--- src/hw/oms_regs.vh ---
// oms_regs.vh: constants of the operating mode sequencer
// assumes a 100 MHz core clock; included by the sequencer and the bench
`ifndef OMS_REGS_VH
`define OMS_REGS_VH
// clock period in ns
`define OMS_CLK_NS 10
// reset extension 1.0 ms in us, mode timeouts 150 ms in us
`define OMS_RST_EXT_US 1000
`define OMS_NREQ_TO_US 150000
`define OMS_VDDLOW_TO_US 150000
// cycle counts derived from time and clock rate
`define OMS_RST_EXT_CYC ((`OMS_RST_EXT_US * 1000) / `OMS_CLK_NS)
`define OMS_NREQ_TO_CYC ((`OMS_NREQ_TO_US * 1000) / `OMS_CLK_NS)
`define OMS_VDDLOW_TO_CYC ((`OMS_VDDLOW_TO_US * 1000) / `OMS_CLK_NS)
// mode select bit codes
`define OMS_MODE_NORMAL 2'h0
`define OMS_MODE_STOP 2'h1
`define OMS_MODE_SLEEP 2'h2
// interrupt source vector positions
`define OMS_ISR_W 8
`define OMS_ISR_SUV 0
`define OMS_ISR_SOV 1
`define OMS_ISR_OTW 2
`define OMS_ISR_LIN 3
`define OMS_ISR_HSOT 4
`define OMS_ISR_WAKE 5
// wake source vector positions
`define OMS_WK_W 3
`define OMS_WK_L1 0
`define OMS_WK_FORCE 1
`define OMS_WK_LIN 2
// counter width and reset-pin glitch filter length
`define OMS_CNT_W 24
`define OMS_GLITCH_CYC 24'h000010
`endif

--- src/hw/oms_sync3.v ---
// oms_sync3.v: three-stage input synchroniser with agreement filter
// assumes an asynchronous input and a single core clock
`timescale 1ns/1ps
`default_nettype none
module oms_sync3 (
  // clock and reset
  input wire core_clk,
  input wire rst,
  // signal
  input wire din,
  output reg dout_q
);
  reg s1_q;
  reg s2_q;
  reg s3_q;
  always @(posedge core_clk or posedge rst) begin
    if (rst) begin
      s1_q <= 1'b0;
      s2_q <= 1'b0;
      s3_q <= 1'b0;
      dout_q <= 1'b0;
    end else begin
      s1_q <= din;
      s2_q <= s1_q;
      s3_q <= s2_q;
      if (s2_q == s3_q) begin
        dout_q <= s3_q;
      end
    end
  end
endmodule // oms_sync3
`default_nettype wire

--- src/hw/oms_timer.v ---
// oms_timer.v: up counter held at zero while not running, expires after a parameter count
// assumes the same core clock as its user
`timescale 1ns/1ps
`default_nettype none
module oms_timer #(
  parameter [23:0] TERM = 24'h000001
) (
  // clock and reset
  input wire core_clk,
  input wire rst,
  // control
  input wire run,
  output wire expired
);
  reg [23:0] cnt_q;
  always @(posedge core_clk or posedge rst) begin
    if (rst) begin
      cnt_q <= 24'h000000;
    end else if (!run) begin
      cnt_q <= 24'h000000;
    end else if (cnt_q != TERM) begin
      cnt_q <= cnt_q + 24'h000001;
    end
  end
  assign expired = run && (cnt_q == TERM);
endmodule // oms_timer
`default_nettype wire

--- src/hw/oms_sequencer.v ---
// oms_sequencer.v: operating mode sequencer (reset, normal request, normal, stop, sleep)
// assumes pins pass through oms_sync3; spi frames decoded elsewhere into strobes
//
// What this block does
// - power-up enters reset mode, reset line low ~1 ms, then normal request
// - reset mode on regulator low, watchdog fail, sleep wake, request timeout
// - normal request after reset or stop wake; regulator on, reset high, lin rx-only
// - normal request starts 150 ms timer; no normal command means back to reset
// - grounded watchdog config pin skips normal request after reset
// - normal to sleep on sleep command; regulator low goes to reset at once, so its 150 ms timer never expires
// - in reset mode regulator undervoltage without supply undervoltage enters sleep
// - sleep: regulator off; only wake input, forced timer and lin wake active
// - cyclic sense in sleep keeps oscillator on, pulses high side, samples wake input
// - sleep wake goes through reset; wake source readable; battery fail not set
// - stop only by spi command; regulator on with limited current
// - stop wake goes to normal request with interrupt, except chip-select or reset pin
// - in normal modes new interrupts wait until pending wakes are read
// - interrupt line low until interrupt source register read, then high
// - interrupts only in normal, request, stop; never with reset low
// - sources: supply under/over voltage, overtemp warning, lin fault, high side; maskable
// - lin faults disable driver until fault clears and transmit returns recessive
// - reset held while condition lasts, then at least ~1 ms more
// - reset below threshold; regulator overtemp disables regulator and sets flag
// - filtered external reset pin forces reset state, also in stop, no extension
// - no register bit for chip-select or reset-pin wakes; host infers them
`timescale 1ns/1ps
`default_nettype none
`include "oms_regs.vh"
module oms_sequencer #(
  parameter [23:0] RST_EXT_CYC = `OMS_RST_EXT_CYC,
  parameter [23:0] NREQ_TO_CYC = `OMS_NREQ_TO_CYC,
  parameter [23:0] VDDLOW_TO_CYC = `OMS_VDDLOW_TO_CYC
) (
  // clock and reset
  input wire core_clk,
  input wire rst,
  // analog monitors and pins (asynchronous)
  input wire vdd_below_reset_threshold,
  input wire supply_undervoltage_flag,
  input wire supply_overvoltage_flag,
  input wire regulator_overtemp_warn,
  input wire regulator_overtemp,
  input wire watchdog_config_pin_grounded,
  input wire ext_reset_pin_in,
  input wire chip_select_n_in,
  input wire wake_input,
  input wire lin_wake,
  input wire lin_overtemp,
  input wire txd_dominant_stuck,
  input wire rxd_short,
  input wire txd_in,
  input wire high_side_overtemp,
  // spi-decoded controls (core clock)
  input wire watchdog_fail,
  input wire mode_write,
  input wire [1:0] mode_select_bits,
  input wire timing_control_write,
  input wire cyclic_sense_en,
  input wire forced_wake_expired,
  input wire cyclic_tick,
  input wire [`OMS_ISR_W-1:0] interrupt_mask_reg,
  input wire interrupt_source_read,
  // mode and supply outputs
  output reg [4:0] mode_q,
  output reg regulator_en_q,
  output reg regulator_limited_q,
  output reg lin_rx_only_q,
  output reg lin_driver_en_q,
  output reg lp_osc_en_q,
  output reg high_side_pulse_q,
  // reset pin (open drain)
  output reg reset_pin_out_q,
  output wire reset_pin_oe,
  // interrupt line
  output reg irq_n_q,
  // readable status
  output reg [`OMS_ISR_W-1:0] interrupt_source_reg,
  output reg [`OMS_WK_W-1:0] wake_source_q,
  output reg battery_fail_flag,
  output reg regulator_overtemp_flag
);
  localparam [4:0] ST_RESET = 5'h01;
  localparam [4:0] ST_NREQ = 5'h02;
  localparam [4:0] ST_NORMAL = 5'h04;
  localparam [4:0] ST_STOP = 5'h08;
  localparam [4:0] ST_SLEEP = 5'h10;

  // synchronised pins
  wire vdd_low_s;
  wire suv_s;
  wire sov_s;
  wire otw_s;
  wire ot_s;
  wire wdg_gnd_s;
  wire ext_rst_n_s;
  wire cs_n_s;
  wire wake_s;
  wire lin_wake_s;
  wire lin_ot_s;
  wire txd_stuck_s;
  wire rxd_short_s;
  wire txd_s;
  wire hs_ot_s;
  wire [14:0] pin_raw = {vdd_below_reset_threshold, supply_undervoltage_flag, supply_overvoltage_flag,
    regulator_overtemp_warn, regulator_overtemp, watchdog_config_pin_grounded, ext_reset_pin_in,
    chip_select_n_in, wake_input, lin_wake, lin_overtemp, txd_dominant_stuck, rxd_short, txd_in,
    high_side_overtemp};
  wire [14:0] pin_s;
  genvar gi;
  generate
    for (gi = 0; gi < 15; gi = gi + 1) begin : g_sync
      oms_sync3 u_sync (
        .core_clk(core_clk),
        .rst(rst),
        .din(pin_raw[gi]),
        .dout_q(pin_s[gi])
      );
    end
  endgenerate
  assign {vdd_low_s, suv_s, sov_s, otw_s, ot_s, wdg_gnd_s, ext_rst_n_s, cs_n_s, wake_s, lin_wake_s,
    lin_ot_s, txd_stuck_s, rxd_short_s, txd_s, hs_ot_s} = pin_s;

  // reset pin glitch filter: low must persist a fixed count
  reg [`OMS_CNT_W-1:0] glitch_cnt_q;
  reg ext_rst_q;
  always @(posedge core_clk or posedge rst) begin
    if (rst) begin
      glitch_cnt_q <= {`OMS_CNT_W{1'b0}};
      ext_rst_q <= 1'b0;
    end else if (ext_rst_n_s || reset_pin_out_q == 1'b0) begin
      // own drive is not an external reset
      glitch_cnt_q <= {`OMS_CNT_W{1'b0}};
      ext_rst_q <= 1'b0;
    end else if (glitch_cnt_q != `OMS_GLITCH_CYC) begin
      glitch_cnt_q <= glitch_cnt_q + 24'h000001;
    end else begin
      ext_rst_q <= 1'b1;
    end
  end

  // edge history
  reg cs_n_d1_q;
  reg wake_d1_q;
  reg wake_sample_q;
  always @(posedge core_clk or posedge rst) begin
    if (rst) begin
      cs_n_d1_q <= 1'b1;
      wake_d1_q <= 1'b0;
      wake_sample_q <= 1'b0;
    end else begin
      cs_n_d1_q <= cs_n_s;
      wake_d1_q <= wake_s;
      if (cyclic_tick) begin
        wake_sample_q <= wake_s;
      end
    end
  end
  wire cs_rise = cs_n_s && !cs_n_d1_q;
  // cyclic sense compares samples at each tick, else any edge wakes
  wire l1_wake = cyclic_sense_en ? (cyclic_tick && wake_s != wake_sample_q) : (wake_s != wake_d1_q);
  wire [`OMS_WK_W-1:0] wake_ev;
  assign wake_ev[`OMS_WK_L1] = l1_wake;
  assign wake_ev[`OMS_WK_FORCE] = forced_wake_expired && !cyclic_sense_en;
  assign wake_ev[`OMS_WK_LIN] = lin_wake_s;
  wire any_wake = |wake_ev;

  // reset conditions
  wire reset_cond = vdd_low_s || watchdog_fail || ext_rst_q;

  // timers
  reg ext_run_q;
  reg vdd_low_run_q;
  wire ext_done;
  wire nreq_done;
  wire vdd_low_done;
  oms_timer #(.TERM(RST_EXT_CYC)) u_rst_ext (
    .core_clk(core_clk),
    .rst(rst),
    .run(ext_run_q && !reset_cond), // held clear while the cause lasts
    .expired(ext_done)
  );
  oms_timer #(.TERM(NREQ_TO_CYC)) u_nreq (
    .core_clk(core_clk),
    .rst(rst),
    .run(mode_q == ST_NREQ),
    .expired(nreq_done)
  );
  oms_timer #(.TERM(VDDLOW_TO_CYC)) u_vddlow (
    .core_clk(core_clk),
    .rst(rst),
    .run(vdd_low_run_q),
    .expired(vdd_low_done)
  );

  // next mode
  reg [4:0] mode_d;
  reg from_ext_d;
  always @* begin
    mode_d = mode_q;
    from_ext_d = 1'b0;
    case (mode_q)
      ST_RESET: begin
        if (vdd_low_s && !suv_s && !ext_rst_q) begin
          mode_d = ST_SLEEP;
        end else if (reset_cond) begin
          mode_d = ST_RESET;
        end else if (ext_done || (ext_rst_q == 1'b0 && !ext_run_q)) begin
          mode_d = wdg_gnd_s ? ST_NORMAL : ST_NREQ;
        end
      end
      ST_NREQ: begin
        if (reset_cond || nreq_done) begin
          mode_d = ST_RESET;
        end else if (mode_write && mode_select_bits == `OMS_MODE_NORMAL) begin
          mode_d = ST_NORMAL;
        end
      end
      ST_NORMAL: begin
        if (vdd_low_done && !suv_s) begin
          mode_d = ST_SLEEP;
        end else if (reset_cond) begin
          mode_d = ST_RESET;
        end else if (mode_write && mode_select_bits == `OMS_MODE_SLEEP) begin
          mode_d = ST_SLEEP;
        end else if (mode_write && mode_select_bits == `OMS_MODE_STOP) begin
          mode_d = ST_STOP;
        end
      end
      ST_STOP: begin
        if (ext_rst_q) begin
          mode_d = ST_RESET;
          from_ext_d = 1'b1;
        end else if (vdd_low_s) begin
          mode_d = ST_RESET;
        end else if (any_wake || cs_rise) begin
          mode_d = ST_NREQ;
        end
      end
      ST_SLEEP: begin
        if (any_wake) begin
          mode_d = ST_RESET;
        end
      end
      default: begin
        mode_d = ST_RESET;
      end
    endcase
  end

  // mode register, reset extension and regulator-low run
  always @(posedge core_clk or posedge rst) begin
    if (rst) begin
      mode_q <= ST_RESET;
      ext_run_q <= 1'b1; // power-up owes an extension
      vdd_low_run_q <= 1'b0;
    end else begin
      mode_q <= mode_d;
      vdd_low_run_q <= (mode_q == ST_NORMAL) && vdd_low_s;
      // every internal entry owes an extension, timed from when the cause clears; the pin owes none
      ext_run_q <= (mode_d == ST_RESET) && !ext_rst_q && !from_ext_d
        && (ext_run_q || mode_q != ST_RESET || reset_cond);
    end
  end

  // supply, lin and reset line
  always @(posedge core_clk or posedge rst) begin
    if (rst) begin
      regulator_en_q <= 1'b1;
      regulator_limited_q <= 1'b0;
      lin_rx_only_q <= 1'b1;
      lp_osc_en_q <= 1'b0;
      high_side_pulse_q <= 1'b0;
      reset_pin_out_q <= 1'b0;
      regulator_overtemp_flag <= 1'b0;
    end else begin
      regulator_en_q <= (mode_d != ST_SLEEP) && !ot_s;
      regulator_limited_q <= (mode_d == ST_STOP);
      lin_rx_only_q <= (mode_d != ST_NORMAL);
      lp_osc_en_q <= (mode_d == ST_SLEEP || mode_d == ST_STOP) && cyclic_sense_en;
      high_side_pulse_q <= (mode_q == ST_SLEEP || mode_q == ST_STOP) && cyclic_sense_en && cyclic_tick;
      reset_pin_out_q <= (mode_d != ST_RESET) && (mode_d != ST_SLEEP);
      if (ot_s) begin
        regulator_overtemp_flag <= 1'b1;
      end else if (interrupt_source_read) begin
        regulator_overtemp_flag <= 1'b0;
      end
    end
  end
  // open drain: drive only the low level
  assign reset_pin_oe = !reset_pin_out_q;

  // lin driver fault latch
  reg lin_fault_q;
  always @(posedge core_clk or posedge rst) begin
    if (rst) begin
      lin_fault_q <= 1'b0;
      lin_driver_en_q <= 1'b0;
    end else begin
      if (lin_ot_s || txd_stuck_s || rxd_short_s) begin
        lin_fault_q <= 1'b1;
      end else if (txd_s) begin
        lin_fault_q <= 1'b0;
      end
      lin_driver_en_q <= (mode_q == ST_NORMAL) && !lin_fault_q && !lin_ot_s && !txd_stuck_s && !rxd_short_s;
    end
  end

  // wake source capture and battery fail
  wire wake_taken = (mode_q == ST_STOP || mode_q == ST_SLEEP) && any_wake;
  always @(posedge core_clk or posedge rst) begin
    if (rst) begin
      wake_source_q <= {`OMS_WK_W{1'b0}};
      battery_fail_flag <= 1'b1;
    end else begin
      if (wake_taken) begin
        wake_source_q <= wake_source_q | wake_ev;
      end else if (interrupt_source_read) begin
        wake_source_q <= {`OMS_WK_W{1'b0}};
      end
      if (interrupt_source_read) begin
        battery_fail_flag <= 1'b0;
      end
    end
  end

  // interrupt sources
  // next mode decides, so no low pulse escapes on the edge that enters reset
  wire irq_mode = (mode_d == ST_NORMAL || mode_d == ST_NREQ || mode_d == ST_STOP) && ext_rst_n_s;
  wire fault_mode = (mode_q == ST_NORMAL || mode_q == ST_NREQ);
  wire wake_pending = |wake_source_q;
  reg [`OMS_ISR_W-1:0] isr_ev;
  always @* begin
    isr_ev = {`OMS_ISR_W{1'b0}};
    isr_ev[`OMS_ISR_SUV] = fault_mode && suv_s;
    isr_ev[`OMS_ISR_SOV] = fault_mode && sov_s;
    isr_ev[`OMS_ISR_OTW] = fault_mode && otw_s;
    isr_ev[`OMS_ISR_LIN] = fault_mode && (lin_ot_s || txd_stuck_s || rxd_short_s);
    isr_ev[`OMS_ISR_HSOT] = fault_mode && hs_ot_s;
    isr_ev[`OMS_ISR_WAKE] = (mode_q == ST_STOP) && any_wake;
  end
  wire [`OMS_ISR_W-1:0] isr_new = isr_ev & ~interrupt_mask_reg & ~interrupt_source_reg;
  always @(posedge core_clk or posedge rst) begin
    if (rst) begin
      interrupt_source_reg <= {`OMS_ISR_W{1'b0}};
      irq_n_q <= 1'b1;
    end else begin
      // set wins over read-clear
      if (interrupt_source_read) begin
        interrupt_source_reg <= isr_ev & ~interrupt_mask_reg;
      end else begin
        interrupt_source_reg <= interrupt_source_reg | (isr_ev & ~interrupt_mask_reg);
      end
      if (!irq_mode) begin
        irq_n_q <= 1'b1;
      end else if (interrupt_source_read) begin
        irq_n_q <= 1'b1;
      end else if ((|isr_new) && (!wake_pending || mode_q == ST_STOP)) begin
        irq_n_q <= 1'b0;
      end
    end
  end
endmodule // oms_sequencer
`default_nettype wire

--- config.mk ---
export PLATFORM = sky130hd
export DESIGN_NAME = oms_sequencer
export DESIGN_NICKNAME = d
export VERILOG_FILES = /design/src/hw/oms_sync3.v /design/src/hw/oms_timer.v /design/src/hw/oms_sequencer.v
export VERILOG_INCLUDE_DIRS = /design/src /design/src/hw
export SDC_FILE = /design/constraint.sdc
export NUM_CORES = 1
export LEC_CHECK = 0
export BUFFER_PORTS_ARGS = -buffer_cell sky130_fd_sc_hd__buf_2
export CORE_MARGIN = 2
export CORE_UTILIZATION = 40
export DETAILED_ROUTE_END_ITERATION = 8
export GPL_ROUTABILITY_DRIVEN = 1
export GPL_TIMING_DRIVEN = 0
export SYNTH_ARGS = -nofsm -noshare
export SYNTH_HDL_FRONTEND = slang
export SYNTH_SLANG_ARGS = --single-unit
--- constraint.sdc ---
create_clock -name core_clk -period 4.95 [get_ports core_clk]
set_input_delay 0.2475 -clock core_clk [delete_from_list [all_inputs] [get_ports core_clk]]
set_output_delay 0.2475 -clock core_clk [all_outputs]
set_load 0.01 [all_outputs]
==> metrics.yaml <==
clock_network:
  post_cts_resize_count: 0
  root_buffer: "clkbuf_16"
  htree_levels: 4
  cts_tree: "done"
  clock_path_buffers: 2
  hold_buffers: 17
  clk-insertion-delay-late_ps: 430
  post-cts-setup-buffer-count: 0
  clkTransAtPathRegs_ps: 80
  numCtsBuffers: 17
  clkSinkCount: 187
synthesis:
  synth_ff_type: "dfrtp_1"
  synth.area.mux_share_pct: 0.645
  ys_seq_elements: 187
  ys_seq_area_share_pct: 57.5
  synth_edf_count: 0
  synth_compound_area_share_pct: 5.70
  syn_inst: 745
  synth_top_family_by_area: "simple AND/OR/NAND/NOR gates"
  synthXorXnorAreaFrac_pct: 8.38
  syn-cell-area_sq_um: 8150
  synth_cell_types: 66
  synthAdderAreaFrac_pct: 3.07
  yosys.area_share.simple_pct: 22.5
  synth_area_per_cell_sq_um: 10.9
  async_flop_share_pct: 100
  yosysWarnings: 0
hold_path:
  hold_path_class: "input port to register"
  worstHoldStart: "interrupt_mask_reg[3]"
critical_path:
  crit_required_ps: 5310
  r2r-start: "u_vddlow.cnt_q[0]"
  path_max_fanout: 4
  end_kind: "register"
  cp_data_arrival_time_ps: 2680
  path_class: "register to register"
  critPathLaunch: "u_vddlow.cnt_q[0]"
  crit_path_start_kind: "register"
global_routing:
  top_usage_layer: "met2"
  grt_usage_pct: 15.7
  grt_util_met1_pct: 21.9
  use_met3_pct: 3.01
  overflow: 0
  antenna_found_initial: 0
  grt_max_degree: 42
  grt_pass1_vias: 5554
  grt.met2_usage_pct: 24.9
  grt_pass1_wl_mm: 27.5
timing:
  setup_viol: 0
  fin_crit_ps: 2320
  setup_slack_ps: 2630
  tightest_slew_ps: 789
  setup_tns_ps: 0
  max-slew-margin-rel_pct: 47.3
  period_share_pct: 46.9
  skew_ps: 15.9
  rsz0062_at_grt: "false"
  fmax_ghz: 0.430
  slew_viol_final: 0
  hold_viol_final: 0
route:
  wl_per_cell_um: 14.0
  drt_first_pass_iters: 4
  ant_nets: 0
  vias: 5573
  drtIter0Drc: 297
  drc_errors: 0
  totalWireLength_mm: 15.8
  viasPerCell: 4.96
placement:
  gp_congestion: 0.773
  preCtsSetupSlack_ps: 2700
  portBuffers: 55
  placed_cells: 1075
  dp_hpwl_mm: 11.0
layout:
  drive_above_1_share_pct: 14.2
  nNetsFinal: 883
  utilization_pct: 47.9
  antenna_cells: 0
  stdcell_count: 1124
  synthToLayoutAreaGrowth_pct: 18.3
floorplanning:
  dieArea_sq_um: 21500
  ioPinCount: 61
  die_x_um: 147
  core_sq_um: 20100
  dieHeight_um: 147
  initial_core_util_pct: 40.5
  rows: 52
power:
  ir_drop_mv: 0.244
  power_mw: 3.32
  cellLeakagePower_nw: 3.97
  powerDensity_nw_per_um2: 344
flow_run:
  cap_violations: 0
run_status:
  outcome: "completed"
[final timing paths]
| kind | depth (start not counted) | to | slack (ps) |
|---|---|---|---|
| max | 8 | irq_n_q | 2630 |
| min in group asynchronous | 3 | g_sync[4].u_sync.s2_q | 520 |
| max in group asynchronous | 5 | cs_n_d1_q | 3450 |
| max reg2reg | 8 | irq_n_q | 2630 |
| min | 2 | interrupt_source_reg[3] | 40 |
| min reg2reg | 0 | g_sync[8].u_sync.s2_q | 350 |
[synth_stat cells, drive strengths merged, types with 3 or more instances]
library cell	number	area share, %
nand3b	5	0.46
nor3b	3	0.28
inv	27	1.2
clkbuf	12	0.55
xnor2	35	3.8
nor4bb	4	0.49
o32ai	4	0.43
o21ai	23	1.4
nand2	47	2.3
dfstp	7	2.3
a21boi	5	0.46
or3	17	1.3
a21oi	15	0.92
mux2i	3	0.37
xor2	43	4.6
a21o	3	0.29
nor4	9	0.95
maj3	15	1.8
nor4b	8	0.94
or4	3	0.32
nor3	20	1.5
and3	10	0.78
nand3	41	2.5
o2bb2ai	4	0.43
o22ai	3	0.23
ha	8	1.2
buf	4	0.31
and2	19	1.5
nand2b	6	0.46
nor2b	13	1.0
dfrtp	180	55
nand4	21	1.7
nor2	95	4.4
and4	11	1.2
[cell usage in the layout (no fill, tap or decap), types with 4 or more instances in the layout]
cell type | netlist | final
ha_1 | 8 | 8
clkbuf_1 | 12 | 12
nand3b_1 | 5 | 5
nor3_1 | 16 | 16
inv_1 | 27 | 26
o21ai_0 | 21 | 21
nor3_2 | 4 | 4
and4_1 | 11 | 11
dfstp_2 | 7 | 7
nor2_1 | 94 | 94
o32ai_1 | 4 | 4
nand2_1 | 46 | 46
clkbuf_16 | 0 | 17
o2bb2ai_1 | 4 | 4
dfrtp_1 | 180 | 180
nand3_1 | 41 | 41
clkinv_8 | 0 | 7
xnor2_1 | 35 | 35
maj3_1 | 15 | 15
or3_1 | 17 | 17
and3_1 | 9 | 9
dlygate4sd3_1 | 0 | 17
nor4b_1 | 7 | 7
nor4bb_1 | 4 | 4
nor2b_1 | 13 | 13
buf_12 | 0 | 4
nand2b_1 | 6 | 6
buf_2 | 2 | 57
nand4_1 | 20 | 20
xor2_1 | 43 | 43
nor4_1 | 7 | 7
and2_1 | 19 | 19
a21oi_1 | 15 | 15
[kinds of logic after synthesis]
group / Yosys count
DFF: 187
adders and majority gates: 23
other: 1
and+or+nand+nor: 337
muxes: 5
buffers and inverters: 43
xor gates and xnor gates: 78
AOI/OAI and AO/OA: 71
[final cells by class]
class	count	area, sq um
timing repair buffer	76	526
clock buffer	17	425
buffer	16	70.1
multi-input combinational	516	3290
inverter	27	105
sequential	187	4690
clock inverter	15	195
fill	1812	10500
tap	270	338
[where the power goes]
group	switching, mW	internal [mW]	total, mW	leakage, nW
combinational	0.187	0.120	0.306	1.24
clock	0.676	0.692	1.37	0.295
sequential	0.0471	1.60	1.64	2.43
total	0.910	2.41	3.32	3.97
[critical path, stage by stage, from the launching register on]
cell and delay, ps:
dfrtp_1 410, inv_1 120, ha_1 170, nor4bb_1 300, and4_1 300, nand4b_1 220, a31oi_1 260, nand4_2 200
a211o_1 280
[routing by layer]
| layer | wire length (um) | vias to the layer above |
|---|---|---|
| met4 | 246 | 0 |
| met1 | 7670 | 2696 |
| met5 | 0 | - |
| met3 | 421 | 18 |
| met2 | 7430 | 83 |
| li1 | - | 2776 |
[stage by stage]
step	hold slack (ps)	cell area (sq um)
after floorplan	279	8160
after global placement	333	8770
after detailed placement	335	8850
after CTS	20.6	9640
after global routing	37.2	9640
final	39.2	9640
(Power assumes the default switching activity.)
